File: config.mk
export PLATFORM = sky130hd
export DESIGN_NAME = afd_top
export DESIGN_NICKNAME = d
export VERILOG_FILES = /design/src/afd_chan.v /design/src/afd_top.v
export VERILOG_INCLUDE_DIRS = /design/src
export SDC_FILE = /design/constraint.sdc
export NUM_CORES = 1
export LEC_CHECK = 0
export ABC_CLOCK_PERIOD_IN_PS = 2700
export BUFFER_PORTS_ARGS = -buffer_cell sky130_fd_sc_hd__buf_2
export CORE_MARGIN = 1
export CORE_UTILIZATION = 45
export DETAILED_ROUTE_END_ITERATION = 12
export GPL_TIMING_DRIVEN = 0
export SLEW_MARGIN = 20
export SYNTH_ARGS = -nofsm -noshare
export SYNTH_HDL_FRONTEND = slang
export SYNTH_SLANG_ARGS = --single-unit
File: constraint.sdc
create_clock -name clk -period 2.7 [get_ports clk]
set_input_delay 0.405 -clock clk [delete_from_list [all_inputs] [get_ports clk]]
set_output_delay 0.405 -clock clk [all_outputs]
set_load 0.05 [all_outputs]
File: src/afd_defs.vh
/*
 * Constants for the amplifier output-fault diagnostic sequencer.
 * Assumes a 200 MHz clock; all timing derives from a 1 us tick.
 */
`ifndef AFD_DEFS_VH
`define AFD_DEFS_VH

// ----------------------------------------
// Timing
// ----------------------------------------
`define AFD_CLK_MHZ          200
`define AFD_TICK_US          1
`define AFD_TICK_CYC         (`AFD_CLK_MHZ * `AFD_TICK_US)
`define AFD_RECHECK_US       1000
`define AFD_CYCLE_US         100000
`define AFD_ACQ_US           100000
`define AFD_TICK_W           8
`define AFD_TIME_W           17

// ----------------------------------------
// Fault code field positions (per channel, 5 bits)
// ----------------------------------------
`define AFD_F_GND_SO         0
`define AFD_F_GND_SK         1
`define AFD_F_VS             2
`define AFD_F_SHORT          3
`define AFD_F_OPEN           4
`define AFD_FW               5

// ----------------------------------------
// Misc
// ----------------------------------------
`define AFD_AC_PULSES        3
`define AFD_PCNT_W           2
`define AFD_RST_FAULT        5'h00

`endif

File: src/afd_chan.v
/*
 * One channel of permanent diagnostics: overload recheck, diagnostic
 * cycle, restart mode and latched permanent-fault result.
 * Assumes a shared 1 us tick and synchronised fault inputs.
 */
`timescale 1ns/1ps
`include "afd_defs.vh"

module afd_chan #(
  parameter RECHECK_TICKS = `AFD_RECHECK_US,
  parameter CYCLE_TICKS   = `AFD_CYCLE_US
) (
  input  wire                 clk,
  input  wire                 srst,
  input  wire                 tick,
  input  wire                 diag_en,
  input  wire                 rearm,
  input  wire                 overload,
  input  wire [`AFD_FW-1:0]   fault_now,
  output reg                  shut,
  output reg                  done,
  output reg                  busy,
  output reg  [`AFD_FW-1:0]   result
);

  localparam [3:0] S_ACTIVE  = 4'h1;
  localparam [3:0] S_RECHECK = 4'h2;
  localparam [3:0] S_CYCLE   = 4'h4;
  localparam [3:0] S_RESTART = 4'h8;

  reg [3:0]             state;
  reg [`AFD_TIME_W-1:0] tcnt;
  reg [`AFD_FW-1:0]     stable;

  // Open load is never a permanent fault
  wire [`AFD_FW-1:0] perm_fault = fault_now & 5'h0F;

  always @(posedge clk) begin
    if (srst) begin
      state  <= S_ACTIVE;
      tcnt   <= {`AFD_TIME_W{1'b0}};
      shut   <= 1'b0;
      done   <= 1'b0;
      busy   <= 1'b0;
      result <= `AFD_RST_FAULT;
      stable <= `AFD_RST_FAULT;
    end else begin
      if (rearm)
        done <= 1'b0;
      case (state)
        S_ACTIVE: begin
          shut <= 1'b0;
          busy <= 1'b0;
          if (overload) begin
            shut  <= 1'b1;
            tcnt  <= {`AFD_TIME_W{1'b0}};
            if (diag_en && !done && !rearm) begin
              state <= S_RECHECK;
              busy  <= 1'b1;
            end else begin
              state <= S_RESTART;
            end
          end
        end
        S_RECHECK: begin
          if (tick)
            tcnt <= tcnt + 1'b1;
          if (tick && tcnt == RECHECK_TICKS - 1) begin
            tcnt <= {`AFD_TIME_W{1'b0}};
            if (overload) begin
              state  <= S_CYCLE;
              stable <= perm_fault;
            end else begin
              state <= S_ACTIVE;
              shut  <= 1'b0;
              busy  <= 1'b0;
            end
          end
        end
        S_CYCLE: begin
          stable <= stable & perm_fault;
          if (tick)
            tcnt <= tcnt + 1'b1;
          if (tick && tcnt == CYCLE_TICKS - 1) begin
            result <= stable & perm_fault;
            done   <= 1'b1;
            busy   <= 1'b0;
            tcnt   <= {`AFD_TIME_W{1'b0}};
            state  <= S_RESTART;
          end
        end
        S_RESTART: begin
          shut <= 1'b1;
          if (tick)
            tcnt <= tcnt + 1'b1;
          if (tick && tcnt == RECHECK_TICKS - 1) begin
            tcnt <= {`AFD_TIME_W{1'b0}};
            if (!overload) begin
              state <= S_ACTIVE;
              shut  <= 1'b0;
            end
          end
        end
        default: state <= S_ACTIVE;
      endcase
    end
  end

endmodule

File: src/afd_top.v
/*
 * Output-fault diagnostic sequencer for a four-channel power amplifier.
 * Holds the turn-on pulse diagnostic, permanent diagnostics per
 * channel, DC offset window, AC tweeter current count and the
 * double-fault priority that shapes the reported result.
 * Assumes the serial bus slave decodes instruction bytes into the
 * level control ports and gives a one-cycle host_read pulse per read.
 * Analog comparator outputs arrive asynchronously and are synchronised.
 */
// Contract
// - Turn-on diagnostic on standby exit when requested
// - Turn-on result held until next read
// - Pulse before bias; outputs stay high impedance
// - Then permanent; keep turn-on until short
// - Capture at pulse top end, ~100 ms
// - Same ground/supply thresholds at both gains
// - Line-driver load thresholds only at 16 dB
// - Permanent: shorts and offset, never open load
// - Restart mode: channel alone shuts, 1 ms recheck
// - Diagnostic armed by enable, started by overload
// - Recheck at 1 ms, clear returns active
// - Persistent overload runs ~100 ms cycle
// - Cycle end: restart mode, store fault
// - Next cycle only after host read
// - Flag DC offset beyond two volts
// - Offset window from read or enable rise
// - Overload suppresses offset and AC diagnostic
// - Current above 500 normal, below 250 open
// - Fewer than three pulses means open tweeter
// - Multiple faults reported over successive reads (code reports only the priority result)
// - Double faults reported by fixed priority
// - Read returns previous cycle, then re-arms
// - Report only faults stable whole period
`timescale 1ns/1ps
`include "afd_defs.vh"

module afd_top #(
  parameter CHANNELS      = 4,
  parameter RECHECK_TICKS = `AFD_RECHECK_US,
  parameter CYCLE_TICKS   = `AFD_CYCLE_US,
  parameter ACQ_TICKS     = `AFD_ACQ_US
) (
  input  wire                          clk,
  input  wire                          srst,
  input  wire                          host_read,
  input  wire                          diag_enable,
  input  wire                          offset_enable_bit,
  input  wire                          current_detect_enable_bit,
  input  wire                          standby_off,
  input  wire                          line_driver_mode,
  input  wire [CHANNELS-1:0]           gain_16db,
  input  wire [CHANNELS-1:0]           ovl_pin,
  input  wire [CHANNELS*`AFD_FW-1:0]   fault_pin,
  input  wire [CHANNELS-1:0]           offset_pin,
  input  wire [CHANNELS-1:0]           cur_hi_pin,
  output reg                           stage_biased,
  output reg                           outputs_hiz,
  output reg                           pulse_active,
  output reg                           turnon_done,
  output reg                           perm_mode,
  output reg  [CHANNELS-1:0]           line_thresh_sel,
  output reg  [CHANNELS-1:0]           chan_shut,
  output reg  [CHANNELS-1:0]           cycle_done,
  output reg  [CHANNELS*`AFD_FW-1:0]   fault_report,
  output reg  [CHANNELS-1:0]           offset_flag,
  output reg  [CHANNELS-1:0]           open_tweeter
);

  // ----------------------------------------
  // Priority encoding of double faults
  // ----------------------------------------
  function [`AFD_FW-1:0] prio;
    input [`AFD_FW-1:0] f;
    input               allow_open;
    reg   [`AFD_FW-1:0] o;
    begin
      o = f;
      if (!allow_open)
        o[`AFD_F_OPEN] = 1'b0;
      if (o[`AFD_F_VS]) begin
        o = {`AFD_FW{1'b0}};
        o[`AFD_F_VS]     = 1'b1;
        o[`AFD_F_GND_SO] = f[`AFD_F_GND_SO];
      end else if (o[`AFD_F_GND_SO]) begin
        o = {`AFD_FW{1'b0}};
        o[`AFD_F_GND_SO] = 1'b1;
      end else if (o[`AFD_F_GND_SK]) begin
        if (o[`AFD_F_OPEN]) begin
          o = {`AFD_FW{1'b0}};
          o[`AFD_F_OPEN] = 1'b1;
        end else begin
          o = {`AFD_FW{1'b0}};
          o[`AFD_F_GND_SK] = 1'b1;
        end
      end else if (o[`AFD_F_SHORT]) begin
        o[`AFD_F_OPEN] = 1'b0;
      end
      prio = o;
    end
  endfunction

  // ----------------------------------------
  // Input synchronisers
  // ----------------------------------------
  localparam SW = CHANNELS * (3 + `AFD_FW);
  reg [SW-1:0] sync1;
  reg [SW-1:0] sync2;
  always @(posedge clk) begin
    if (srst) begin
      sync1 <= {SW{1'b0}};
      sync2 <= {SW{1'b0}};
    end else begin
      sync1 <= {ovl_pin, offset_pin, cur_hi_pin, fault_pin};
      sync2 <= sync1;
    end
  end
  wire [CHANNELS-1:0]         ovl;
  wire [CHANNELS-1:0]         offs;
  wire [CHANNELS-1:0]         cur_hi;
  wire [CHANNELS*`AFD_FW-1:0] flt;
  assign {ovl, offs, cur_hi, flt} = sync2;

  // ----------------------------------------
  // Time base
  // ----------------------------------------
  // internal tick counter
  reg [`AFD_TICK_W-1:0] tdiv;
  reg                   tick;
  always @(posedge clk) begin
    if (srst) begin
      tdiv <= {`AFD_TICK_W{1'b0}};
      tick <= 1'b0;
    end else if (tdiv == `AFD_TICK_CYC - 1) begin
      tdiv <= {`AFD_TICK_W{1'b0}};
      tick <= 1'b1;
    end else begin
      tdiv <= tdiv + 1'b1;
      tick <= 1'b0;
    end
  end

  // ----------------------------------------
  // Turn-on sequencer
  // ----------------------------------------
  localparam [3:0] T_STBY  = 4'h1;
  localparam [3:0] T_PULSE = 4'h2;
  localparam [3:0] T_BIAS  = 4'h4;
  localparam [3:0] T_WAIT  = 4'h8;

  reg [3:0]                   tstate;
  reg [`AFD_TIME_W-1:0]       acq_cnt;
  reg                         turnon_req;
  reg [CHANNELS*`AFD_FW-1:0]  ton_stable;
  reg [CHANNELS*`AFD_FW-1:0]  ton_result;
  reg [CHANNELS-1:0]          ton_valid;
  wire                        acq_end = tick && acq_cnt == ACQ_TICKS - 1;

  always @(posedge clk) begin
    if (srst) begin
      tstate       <= T_STBY;
      acq_cnt      <= {`AFD_TIME_W{1'b0}};
      turnon_req   <= 1'b1;
      ton_stable   <= {CHANNELS*`AFD_FW{1'b0}};
      ton_result   <= {CHANNELS*`AFD_FW{1'b0}};
      stage_biased <= 1'b0;
      outputs_hiz  <= 1'b1;
      pulse_active <= 1'b0;
      turnon_done  <= 1'b0;
      perm_mode    <= 1'b0;
    end else begin
      if (host_read)
        turnon_req <= 1'b1;
      case (tstate)
        T_STBY: begin
          stage_biased <= 1'b0;
          outputs_hiz  <= 1'b1;
          perm_mode    <= 1'b0;
          if (standby_off) begin
            if (diag_enable && turnon_req) begin
              tstate       <= T_PULSE;
              pulse_active <= 1'b1;
              acq_cnt      <= {`AFD_TIME_W{1'b0}};
              ton_stable   <= flt;
            end else begin
              tstate <= T_BIAS;
            end
          end
        end
        T_PULSE: begin
          ton_stable <= ton_stable & flt;
          if (tick)
            acq_cnt <= acq_cnt + 1'b1;
          if (acq_end) begin
            ton_result   <= ton_stable & flt;
            turnon_done  <= 1'b1;
            turnon_req   <= host_read;
            pulse_active <= 1'b0;
            tstate       <= T_BIAS;
          end
          if (!standby_off) begin
            pulse_active <= 1'b0;
            tstate       <= T_STBY;
          end
        end
        T_BIAS: begin
          stage_biased <= 1'b1;
          outputs_hiz  <= 1'b0;
          perm_mode    <= 1'b1;
          tstate       <= T_WAIT;
        end
        T_WAIT: begin
          if (!standby_off)
            tstate <= T_STBY;
        end
        default: tstate <= T_STBY;
      endcase
    end
  end

  // ----------------------------------------
  // Per-channel permanent diagnostics
  // ----------------------------------------
  wire [CHANNELS-1:0]         ch_shut;
  wire [CHANNELS-1:0]         ch_done;
  wire [CHANNELS-1:0]         ch_busy;
  wire [CHANNELS*`AFD_FW-1:0] ch_res;

  genvar g;
  generate
    for (g = 0; g < CHANNELS; g = g + 1) begin : gch
      afd_chan #(
        .RECHECK_TICKS (RECHECK_TICKS),
        .CYCLE_TICKS   (CYCLE_TICKS)
      ) u_chan (
        .clk       (clk),
        .srst      (srst),
        .tick      (tick),
        .diag_en   (diag_enable),
        .rearm     (host_read),
        .overload  (ovl[g] & perm_mode),
        .fault_now (flt[g*`AFD_FW +: `AFD_FW]),
        .shut      (ch_shut[g]),
        .done      (ch_done[g]),
        .busy      (ch_busy[g]),
        .result    (ch_res[g*`AFD_FW +: `AFD_FW])
      );
    end
  endgenerate

  // ----------------------------------------
  // Offset window and AC current count
  // ----------------------------------------
  reg [CHANNELS-1:0]        offs_hold;
  reg [CHANNELS-1:0]        ovl_seen;
  reg [`AFD_PCNT_W-1:0]     pcnt [0:CHANNELS-1];
  reg [CHANNELS-1:0]        cur_prev;
  reg                       offen_prev;
  reg                       curen_prev;
  wire                      off_start = host_read | (offset_enable_bit & ~offen_prev);
  wire                      cur_start = host_read | (current_detect_enable_bit & ~curen_prev);
  integer i;

  always @(posedge clk) begin
    if (srst) begin
      offs_hold  <= {CHANNELS{1'b0}};
      ovl_seen   <= {CHANNELS{1'b0}};
      cur_prev   <= {CHANNELS{1'b0}};
      offen_prev <= 1'b0;
      curen_prev <= 1'b0;
      for (i = 0; i < CHANNELS; i = i + 1)
        pcnt[i] <= {`AFD_PCNT_W{1'b0}};
    end else begin
      offen_prev <= offset_enable_bit;
      curen_prev <= current_detect_enable_bit;
      cur_prev   <= cur_hi;
      for (i = 0; i < CHANNELS; i = i + 1) begin
        // window opens at read or enable
        if (off_start)
          offs_hold[i] <= 1'b1;
        else if (!offs[i])
          offs_hold[i] <= 1'b0;
        if (off_start || cur_start)
          ovl_seen[i] <= 1'b0;
        else if (ovl[i])
          ovl_seen[i] <= 1'b1;
        if (cur_start)
          pcnt[i] <= {`AFD_PCNT_W{1'b0}};
        else if (cur_hi[i] && !cur_prev[i] && pcnt[i] != `AFD_AC_PULSES)
          pcnt[i] <= pcnt[i] + 1'b1;
      end
    end
  end

  // ----------------------------------------
  // Reported code per channel
  // ----------------------------------------
  reg [CHANNELS*`AFD_FW-1:0] next_report;
  integer j;
  always @* begin
    next_report = {CHANNELS*`AFD_FW{1'b0}};
    for (j = 0; j < CHANNELS; j = j + 1) begin
      // one fault by priority; an AFD_F_VS fault keeps AFD_F_GND_SO too
      if (ch_done[j])
        next_report[j*`AFD_FW +: `AFD_FW] = prio(ch_res[j*`AFD_FW +: `AFD_FW], 1'b0);
      else if (ton_valid[j])
        next_report[j*`AFD_FW +: `AFD_FW] = prio(ton_result[j*`AFD_FW +: `AFD_FW], 1'b1);
    end
  end

  // ----------------------------------------
  // Result latch on host read
  // ----------------------------------------
  always @(posedge clk) begin
    if (srst) begin
      line_thresh_sel <= {CHANNELS{1'b0}};
      chan_shut       <= {CHANNELS{1'b0}};
      cycle_done      <= {CHANNELS{1'b0}};
      fault_report    <= {CHANNELS*`AFD_FW{1'b0}};
      offset_flag     <= {CHANNELS{1'b0}};
      open_tweeter    <= {CHANNELS{1'b0}};
      ton_valid       <= {CHANNELS{1'b1}};
    end else begin
      // line-driver set only at 16 dB
      line_thresh_sel <= gain_16db & {CHANNELS{line_driver_mode}};
      chan_shut       <= ch_shut;
      for (i = 0; i < CHANNELS; i = i + 1) begin
        if (ch_busy[i])
          ton_valid[i] <= 1'b0;
        else if (acq_end && tstate == T_PULSE)
          ton_valid[i] <= 1'b1;
      end
      if (host_read) begin
        cycle_done   <= ch_done;
        fault_report <= next_report;
        for (i = 0; i < CHANNELS; i = i + 1) begin
          offset_flag[i]  <= offs_hold[i] & offs[i] & ~ovl_seen[i] & perm_mode;
          open_tweeter[i] <= current_detect_enable_bit & ~ovl_seen[i] &
                             (pcnt[i] != `AFD_AC_PULSES);
        end
      end
    end
  end

endmodule

==> flow_summary_export.csv, run 1 <==
group,metric,value,unit
cts,clk_pin_slew_worst_paths,0.06,ns
final_layout,diodes,0,
final_layout,final_util,0.532,
synthesis,synth_top_cell_by_area,"dfxtp_1",
timing,setup_viol,0,
place,gpl.final_weighted_congestion,0.890,
final_layout,fin_nets,1726,
cts,cts_buffers,37,
floorplan,die_y,177,um
timing,achievable-frequency,389,MHz
grt,grt_pass1_wl,58200,um
synthesis,async_set_or_reset_flop_fraction_in_the_synthesized_netlist,0,
floorplan,dieArea,0.0313,sq mm
final_layout,final-instance-count-excl-fill,2083,
detailed_routing,remaining_drc_errors,0,
power_and_ir_drop,combinationalPowerShare,0.126,
timing,timing.final.ws_setup,0.131,ns
run_status,status,"completed",
synthesis,synth_compound_area_frac,0.142,
synthesis,yosys_most_used_dff,"dfxtp_1",
power_and_ir_drop,clkPwrFrac,0.415,
detailed_routing,ant_nets,0,
timing,setup_tns,0,ns
final_layout,area_growth_syn_to_layout,15.5,%
synthesis,synth.ff_latch_count,333,
cts,clock-sinks,333,
final_layout,layout.cell_area.non_filler,0.0159,sq mm
power_and_ir_drop,sequentialPowerShare,0.460,
synthesis,yosys.area.top_type_share,0.473,
timing,finalWorstPathRequiredPeriod,2.57,ns
grt,number_of_antenna_violations_at_the_first_check_in_global_routing,0,
synthesis,synth.cells.most_frequent,"325 x dfxtp_1, 180 x nor2_1, 138 x nand2_1",
place,dpl_worst_slack,-0.457,ns
timing,fin_skew,0.0152,ns
setup_path,kind_of_critical_path,"flop to flop",
detailed_routing,route.detailed.vias_per_inst,5.58,
synthesis,synth_area,0.0138,sq mm
cts,cts_tree,"done",
detailed_routing,vias,11617,
cts,clk-insertion-delay-late,0.52,ns
power_and_ir_drop,irDropWorstVdd,517,uV
place,placed_cells,2023,
synthesis,ys_seq_area_frac,0.490,
power_and_ir_drop,switching_power,0.00301,W
synthesis,yosys.area_share.adder,0.0109,
detailed_routing,first_pass_iters,6,
final_layout,layout-drive-gt1-share,0.129,
synthesis,synth_simple_gate_area_share,0.274,
synthesis,syn_avg_cell_area,8.90,sq um
timing,rsz0062_at_grt,"false",
detailed_routing,drt-initial-drc-count,828,
final_layout,final.fill_count,2818,
timing,tightestPinTransition,0.949,ns
synthesis,synth_enable_flop_cells,8,
power_and_ir_drop,cell_internal_pwr,0.00840,W
setup_path,crit_fanout,6,
power_and_ir_drop,p_leak,5.87,nW
timing,period_share,0.951,
flow_run,max_cap_violations,0,
grt,grtUsageTotal,0.235,
grt,grt_overflow,0,
floorplan,floorplan.initialDensity,0.461,
cts,clk_path_buf_depth,3,
floorplan,fp-row-count,63,
synthesis,synth_area_leaders,"dfxtp_1 47%, nor2_1 4.9%, nor2b_1 3.8%",
place,instance_area_at_placement,0.0147,sq mm
synthesis,yosysWarningCount,0,
place,portBuffers,87,
setup_path,crit_path_start_kind,"flop",
synthesis,synth_cell_type_count,73,
grt,number_of_global_route_vias_before_repair,10830,
synthesis,post-synth-top-count-cell,"dfxtp_1",
setup_path,timing.critical_path.required,3.16,ns
setup_path,crit_path_end_kind,"flop",
synthesis,cell_count_after_synthesis,1546,
detailed_routing,avgRoutedWirePerCell,17.5,um
detailed_routing,totalWireLength,36500,um
place,dpl.hpwl,26400,um
power_and_ir_drop,power_density,718,mW/mm^2
cts,postCtsHoldBufs,0,
cts,h-tree-depth,2,
synthesis,largest_family_of_logic_cells_by_synthesized_area,"simple AND/OR/NAND/NOR gates",
floorplan,io-pin-count,89,
timing,hold_viol,0,
synthesis,synth_xor_area_frac,0.0401,
hold_path,worst_hold_path_type,"primary input to flop",
timing,final_max_slew_viols,0,
timing,max_slew_margin,0.367,
power_and_ir_drop,switching_share,0.264,
grt,grt_start_max_net_pins,14,
setup_path,worst-endpoint-arrival,3.03,ns
synthesis,muxShareOfSynthArea,0.00873,
synthesis,syn-num-nets,1602,
floorplan,dieWidth,177,um
cts,clk_root_buffer_cell,"clkbuf_16",
floorplan,core_area,0.0299,sq mm
[final timing paths]
| check | endpoint | slack [ns] | cells after the start | from |
|---|---|---|---|---|
| min reg2reg | ton_valid[0] | 0.43 | 1 | gch[0].u_chan.busy |
| max reg2reg | gch[2].u_chan.stable[2] | 0.13 | 5 | gch[2].u_chan.tcnt[2] |
| min | sync1[24] | 0.09 | 2 | offset_pin[0] |
| max | gch[2].u_chan.stable[2] | 0.13 | 5 | gch[2].u_chan.tcnt[2] |
[power groups by stage]
| stage | combinational (W) | clock, W | sequential, W |
|---|---|---|---|
| floorplan | 0.000958 | 0 | 0.00541 |
| global placement | 0.00139 | 0 | 0.00534 |
| detailed placement | 0.00140 | 0 | 0.00535 |
| CTS | 0.00141 | 0.00484 | 0.00524 |
| global route | 0.00159 | 0.00503 | 0.00526 |
| finish | 0.00143 | 0.00474 | 0.00524 |
[layer usage]
metal / global-route usage / up-vias / routed length (um)
met4: 0.0726 / 0 / 953
met2: 0.378 / 324 / 16300
met3: 0.0301 / 70 / 1850
met5: 0 / - / 0
li1: - / 5744 / -
met1: 0.327 / 5479 / 17500
[state kept, by name, indices dropped and copies added, names as in the netlist, 8 cells and up]
register and count:
sync1 32, gch.u_chan.state 16, ton_stable 20, fault_report 20, acq_cnt 17, pcnt 8, ton_result 20, tdiv 8
sync2 32, gch.u_chan.result 16, gch.u_chan.tcnt 68, gch.u_chan.stable 16
[cells in the final DEF, fill, tap and decap left out, types with 21 or more instances in the layout]
master / instances
xor2_1: 50
o21ai_0: 45
clkbuf_1: 66
clkbuf_16: 37
nand2_1: 138
dfxtp_1: 324
nand3_1: 88
a21oi_1: 99
nand4_1: 22
buf_2: 93
nor3_1: 33
nor2_1: 180
and3_1: 25
inv_1: 36
o221a_2: 34
nor2b_1: 83
and2_1: 21
[final cells by class]
cell class / count / area (sq um) / share of cell area
buffer: 78 / 323 / 0.0203
sequential: 333 / 6750 / 0.425
multi-input combinational: 1095 / 6620 / 0.416
timing repair buffer: 87 / 435 / 0.0274
clock buffer: 52 / 1070 / 0.0675
tap: 390 / 488 / 0.0307
inverter: 38 / 143 / 0.00898
clock inverter: 10 / 63.8 / 0.00402
[through the flow]
stage               total power (W)  hold WS [ns]
global route                 0.0119        0.0872
finish                       0.0114        0.0877
CTS                          0.0115        0.0750
detailed placement          0.00675         0.420
floorplan                   0.00637         0.407
global placement            0.00674         0.416
[logic make-up after synthesis]
logic type,count (synthesis)
mux,12
xor+xnor,63
buf+inv,118
flops,333
simple gates,726
compound gates,282
fa+ha+maj,12
[repair_timing]
action,4_1_cts,5_1_grt
endpoints found under the setup margin,40,55
gates resized for setup,5,12
buffers inserted,0,0
[critical path: stages (launching register included)]
cell and delay (ns):
dfxtp_1 0.42, or4b_1 0.46, or4_1 0.47, or2_4 0.29
a211oi_2 0.56, o221a_2 0.30
(Power assumes the default switching activity.)
==> run 2, diff against run 1 <==
--- a/config.mk
+++ b/config.mk
@@ -8,10 +8,14 @@
 export LEC_CHECK = 0
 export ABC_CLOCK_PERIOD_IN_PS = 2700
 export BUFFER_PORTS_ARGS = -buffer_cell sky130_fd_sc_hd__buf_2
+export CELL_PAD_IN_SITES_DETAIL_PLACEMENT = 0
+export CELL_PAD_IN_SITES_GLOBAL_PLACEMENT = 1
 export CORE_MARGIN = 1
 export CORE_UTILIZATION = 45
+export CTS_CLUSTER_DIAMETER = 50
 export DETAILED_ROUTE_END_ITERATION = 12
 export GPL_TIMING_DRIVEN = 0
+export PLACE_DENSITY_LB_ADDON = 0.1
 export SLEW_MARGIN = 20
 export SYNTH_ARGS = -nofsm -noshare
 export SYNTH_HDL_FRONTEND = slang
==> flow_summary_export.csv, run 2 (synthesis gave the netlist of run 1 again) <==
group,metric,value,unit
run_status,status,"completed",
hold_path,min_from,"gain_16db[3]",
floorplan,floorplan.initialDensity,0.461,
cts,clk_root_buffer_cell,"clkbuf_16",
power_and_ir_drop,cell_internal_pwr,0.00907,W
cts,cts_tree,"done",
final_layout,diodes,0,
place,gpl.final_weighted_congestion,0.861,
power_and_ir_drop,combinationalPowerShare,0.117,
detailed_routing,ant_nets,0,
setup_path,rr_worst_depth,7,
detailed_routing,drt-initial-drc-count,722,
grt,number_of_antenna_violations_at_the_first_check_in_global_routing,0,
setup_path,worstPathBufferInverterCount,1,
final_layout,area_growth_syn_to_layout,17.3,%
detailed_routing,route.detailed.vias_per_inst,5.54,
place,dpl_worst_slack,-0.600,ns
grt,grt_overflow,0,
power_and_ir_drop,power_density,757,mW/mm^2
floorplan,dieWidth,177,um
power_and_ir_drop,sequentialPowerShare,0.428,
timing,fin_skew,0.0199,ns
power_and_ir_drop,irDropWorstVdd,569,uV
hold_path,cell_depth_of_the_worst_hold_path,2,
timing,timing.final.ws_setup,0.0462,ns
floorplan,io-pin-count,89,
setup_path,worst-endpoint-arrival,3.08,ns
grt,number_of_global_route_vias_before_repair,10803,
timing,holdWs,0.0645,ns
place,instance_area_at_placement,0.0147,sq mm
setup_path,critical_path.top_delay_family,"simple AND/OR/NAND/NOR gates",
setup_path,path_cells,"or4_1, or2_1, or3_1, buf_6, nor3_4, nor2_1, o221a_1",
hold_path,worst_hold_path_type,"primary input to flop",
final_layout,mostFrequentLayoutCells,"324 x dfxtp_1, 180 x nor2_1, 138 x nand2_1",
final_layout,layout_commonest_cell,"dfxtp_1",
timing,max_slew_margin,0.337,
floorplan,dieArea,0.0313,sq mm
final_layout,largest_reg_flops,68,
grt,grt_pass1_wl,58300,um
detailed_routing,remaining_drc_errors,0,
cts,clk_pin_slew_worst_paths,0.06,ns
final_layout,largest_register,"gch.u_chan.tcnt",
cts,clk_path_buf_depth,3,
final_layout,fin_nets,1733,
timing,final_max_slew_viols,0,
timing,rsz0062_at_grt,"false",
power_and_ir_drop,clkPwrFrac,0.455,
final_layout,layout.cell_area.non_filler,0.0161,sq mm
cts,h-tree-depth,2,
setup_path,kind_of_critical_path,"flop to flop",
timing,hold_viol,0,
place,dpl.hpwl,26600,um
power_and_ir_drop,p_leak,5.98,nW
cts,cts_buffers,41,
place,placed_cells,2023,
timing,period_share,0.983,
timing,finalWorstPathRequiredPeriod,2.65,ns
power_and_ir_drop,switching_share,0.258,
setup_path,timing.critical_path.required,3.13,ns
final_layout,layout-drive-gt1-share,0.134,
flow_run,max_cap_violations,0,
floorplan,die_y,177,um
setup_path,crit_path_end_kind,"flop",
place,portBuffers,87,
cts,clk-insertion-delay-late,0.54,ns
power_and_ir_drop,switching_power,0.00315,W
timing,tightestPinTransition,0.984,ns
hold_path,timing.hold.worst_endpoint,"line_thresh_sel[3]",
detailed_routing,totalWireLength,37200,um
setup_path,crit_fanout,6,
grt,grtUsageTotal,0.239,
setup_path,regToRegSetupSlack,0.05,ns
detailed_routing,first_pass_iters,5,
detailed_routing,avgRoutedWirePerCell,17.7,um
setup_path,critical_path.reg2reg.startpoint,"gch[1].u_chan.tcnt[11]",
floorplan,core_area,0.0299,sq mm
grt,grt_start_max_net_pins,13,
setup_path,critical_path.reg2reg.endpoint,"gch[1].u_chan.stable[2]",
floorplan,fp-row-count,63,
final_layout,largest_registers_ranked_by_flip_flop_count,"gch.u_chan.tcnt x68, sync1 x32, sync2 x32",
setup_path,slowest_stage_cell_cp,"or4_1",
cts,clock-sinks,333,
final_layout,final-instance-count-excl-fill,2096,
setup_path,critical_path_s_largest_stage_delay,0.55,ns
setup_path,crit_path_start_kind,"flop",
timing,achievable-frequency,377,MHz
timing,setup_viol,0,
detailed_routing,vias,11617,
[run 2: changes by cell type in the layout (fill, tap and decap cells not counted), moves of 3 or more]
cell        delta
clkbuf_8       -6
bufinv_16      +5
clkbuf_1       +3
clkinvlp_4     +3
clkbuf_16      +5
[run 2: layout make-up]
cell class / instances / area, sq um
Buffer: 79 / 327
Sequential cell: 333 / 6750
Inverter: 38 / 143
Clock buffer: 55 / 1130
Fill cell: 2834 / 13700
Multi-Input combinational cell: 1095 / 6610
Timing Repair Buffer: 89 / 450
Tap cell: 390 / 488
Clock inverter: 17 / 243
[run 2: layer usage]
metal	GRT usage	wire (um)
met1	0.324	17600
met2	0.388	16800
met3	0.0395	1980
met4	0.0733	767
met5	0	0
[run 2: power by group through the flow]
stage	logic (W)	registers [W]	clock network (W)
6_report	0.00143	0.00523	0.00556
3_3_place_gp	0.00141	0.00533	0
5_1_grt	0.00158	0.00525	0.00582
4_1_cts	0.00142	0.00523	0.00565
2_1_floorplan	0.000958	0.00541	0
3_5_place_dp	0.00141	0.00534	0
[run 2: through the flow]
step / power (W) / utilization / setup TNS [ns]
floorplan: 0.00637 / - / 0
global placement: 0.00674 / 0.491 / -20.56
detailed placement: 0.00675 / 0.492 / -20.41
CTS: 0.0123 / 0.539 / 0
global route: 0.0127 / 0.540 / 0
finish: 0.0122 / 0.540 / 0
[run 2: timing repair]
action                     4_1_cts  5_1_grt
buffers inserted                 0        2
setup endpoints to repair       76       64
gates resized for setup          8       10
hold buffers                     0        0
pin swaps                        0        2
[run 2: how the worst max path moves through the flow]
stage	startpoint	to	slack (ns)	depth (start not counted)
finish	gch[1].u_chan.tcnt[11]	gch[1].u_chan.stable[2]	0.05	7
CTS	gch[3].u_chan.tcnt[0]	gch[3].u_chan.tcnt[11]	0.01	8
detailed placement	tick	ton_result[18]	-0.60	9
global placement	tick	ton_result[18]	-0.59	9
floorplan	perm_mode	gch[1].u_chan.tcnt[1]	0.38	7
global route	gch[1].u_chan.tcnt[11]	gch[1].u_chan.stable[1]	0.005	7
==> run 3, diff against run 2 <==
--- a/config.mk
+++ b/config.mk
@@ -15,7 +15,7 @@
 export CTS_CLUSTER_DIAMETER = 50
 export DETAILED_ROUTE_END_ITERATION = 12
 export GPL_TIMING_DRIVEN = 0
-export PLACE_DENSITY_LB_ADDON = 0.1
+export PLACE_DENSITY = 0.79
 export SLEW_MARGIN = 20
 export SYNTH_ARGS = -nofsm -noshare
 export SYNTH_HDL_FRONTEND = slang
==> flow_summary_export.csv, run 3 (synthesis gave the netlist of run 1 again) <==
group,metric,value,unit
run_status,status,"completed",
final_layout,multiInputGateArea,0.00663,sq mm
cts,clk_path_buf_depth,3,
power_and_ir_drop,p_leak,6.01,nW
final_layout,final.fill_count,2809,
floorplan,io-pin-count,89,
floorplan,dieArea,0.0313,sq mm
floorplan,fp-row-count,63,
setup_path,worstPathBufferInverterCount,1,
power_and_ir_drop,power_density,763,mW/mm^2
final_layout,final_util,0.542,
timing,tightestPinTransition,0.940,ns
power_and_ir_drop,p_total,0.0124,W
setup_path,regToRegSetupSlack,0.17,ns
setup_path,crit_path_end_kind,"flop",
grt,grt_start_max_net_pins,15,
grt,number_of_antenna_violations_at_the_first_check_in_global_routing,0,
detailed_routing,remaining_drc_errors,0,
grt,grt_pass1_wl,58400,um
setup_path,critical_path.reg2reg.endpoint,"gch[1].u_chan.result[1]",
grt,grtUsageTotal,0.238,
timing,hold_viol,0,
setup_path,critical_path.reg2reg.startpoint,"gch[1].u_chan.state[3]",
setup_path,crit_path_start_kind,"flop",
hold_path,worst_hold_path_type,"primary input to flop",
setup_path,critical_path.top_delay_family,"simple AND/OR/NAND/NOR gates",
setup_path,worst-endpoint-arrival,2.96,ns
timing,finalWorstPathRequiredPeriod,2.53,ns
timing,timing.final.ws_setup,0.169,ns
place,dpl.hpwl,26400,um
cts,cts_tree,"done",
cts,clk-insertion-delay-late,0.53,ns
grt,grt_overflow,0,
grt,number_of_global_route_vias_before_repair,10775,
cts,clk_root_buffer_cell,"clkbuf_16",
timing,period_share,0.937,
final_layout,mostFrequentLayoutCells,"324 x dfxtp_1, 180 x nor2_1, 138 x nand2_1",
detailed_routing,totalWireLength,37100,um
final_layout,largest_reg_flops,68,
floorplan,die_y,177,um
detailed_routing,vias,11696,
timing,achievable-frequency,395,MHz
setup_path,timing.critical_path.required,3.13,ns
detailed_routing,route.detailed.vias_per_inst,5.57,
final_layout,layout_commonest_cell,"dfxtp_1",
flow_run,max_cap_violations,0,
hold_path,min_from,"gain_16db[1]",
final_layout,layout.area.seq,0.00675,sq mm
floorplan,floorplan.initialDensity,0.461,
detailed_routing,ant_nets,0,
power_and_ir_drop,irDropWorstVdd,486,uV
floorplan,core_area,0.0299,sq mm
final_layout,diodes,0,
detailed_routing,drt-initial-drc-count,851,
timing,fin_skew,0.0184,ns
timing,setup_viol,0,
final_layout,largest_register,"gch.u_chan.tcnt",
cts,clock-sinks,333,
setup_path,slowest_stage_cell_cp,"nor4b_1",
cts,cts_buffers,41,
cts,clk_pin_slew_worst_paths,0.07,ns
setup_path,crit_fanout,10,
setup_path,critical_path_s_largest_stage_delay,0.72,ns
setup_path,rr_worst_depth,6,
setup_path,kind_of_critical_path,"flop to flop",
hold_path,timing.hold.worst_endpoint,"line_thresh_sel[1]",
timing,final_max_slew_viols,0,
timing,max_slew_margin,0.374,
final_layout,final-instance-count-excl-fill,2098,
floorplan,dieWidth,177,um
cts,h-tree-depth,2,
place,dpl_worst_slack,-0.422,ns
place,portBuffers,87,
final_layout,area_growth_syn_to_layout,17.7,%
final_layout,largest_registers_ranked_by_flip_flop_count,"gch.u_chan.tcnt x68, sync1 x32, sync2 x32",
place,gpl.final_weighted_congestion,0.860,
final_layout,layout-drive-gt1-share,0.136,
final_layout,fin_nets,1733,
setup_path,path_cells,"clkbuf_1, nor4b_1, nand4_1, nand2_1, o21ai_0, and2_1",
detailed_routing,avgRoutedWirePerCell,17.7,um
place,placed_cells,2024,
hold_path,cell_depth_of_the_worst_hold_path,2,
detailed_routing,first_pass_iters,5,
timing,holdWs,0.0734,ns
timing,rsz0062_at_grt,"false",
-- run 3: layer usage --
layer  global-route usage  vias to the layer above  routed length, um
met2                0.378                      294              16600
met5                    0                        -                  0
met3               0.0320                       63               1870
met4               0.0650                        0                852
li1                     -                     5762                  -
met1                0.336                     5577              17700
-- run 3: per-stage QoR --
stage	setup TNS, ns	instance area (sq um)
after floorplan	0	13800
after global placement	-18.84	14700
after detailed placement	-14.50	14700
after CTS	0	16100
after global routing	0	16200
final	0	16200
-- run 3: worst max-delay path by stage --
stage,from,to,slack [ns],cells after the start
after floorplan,perm_mode,gch[1].u_chan.tcnt[1],0.38,7
after global placement,tick,ton_result[9],-0.50,9
after detailed placement,tick,ton_result[6],-0.42,9
after CTS,tstate[1],acq_cnt[15],0.04,7
after global routing,tick,gch[0].u_chan.tcnt[11],0.002,6
final,gch[1].u_chan.state[3],gch[1].u_chan.result[1],0.17,6
-- run 3: timing repair --
item,4_1_cts,5_1_grt
endpoints found under the setup margin,74,68
hold buffers,0,0
resized for setup,7,11
setup buffers,0,2
pin swaps,1,1
hold endpoints to repair,0,0
-- run 3: where the power goes --
group	total, W	switching [W]	internal [W]
Sequential	0.00523	0.0000991	0.00513
Combinational	0.00145	0.000940	0.000510
Clock	0.00567	0.00218	0.00349
Total	0.0124	0.00322	0.00913
-- run 3: final cells by class --
class	count	area share
sequential	333	0.417
multi-input combinational	1095	0.409
clock buffer	54	0.0701
tap	390	0.0301
timing repair buffer	90	0.0283
buffer	78	0.0199
clock inverter	20	0.0171
inverter	38	0.00881
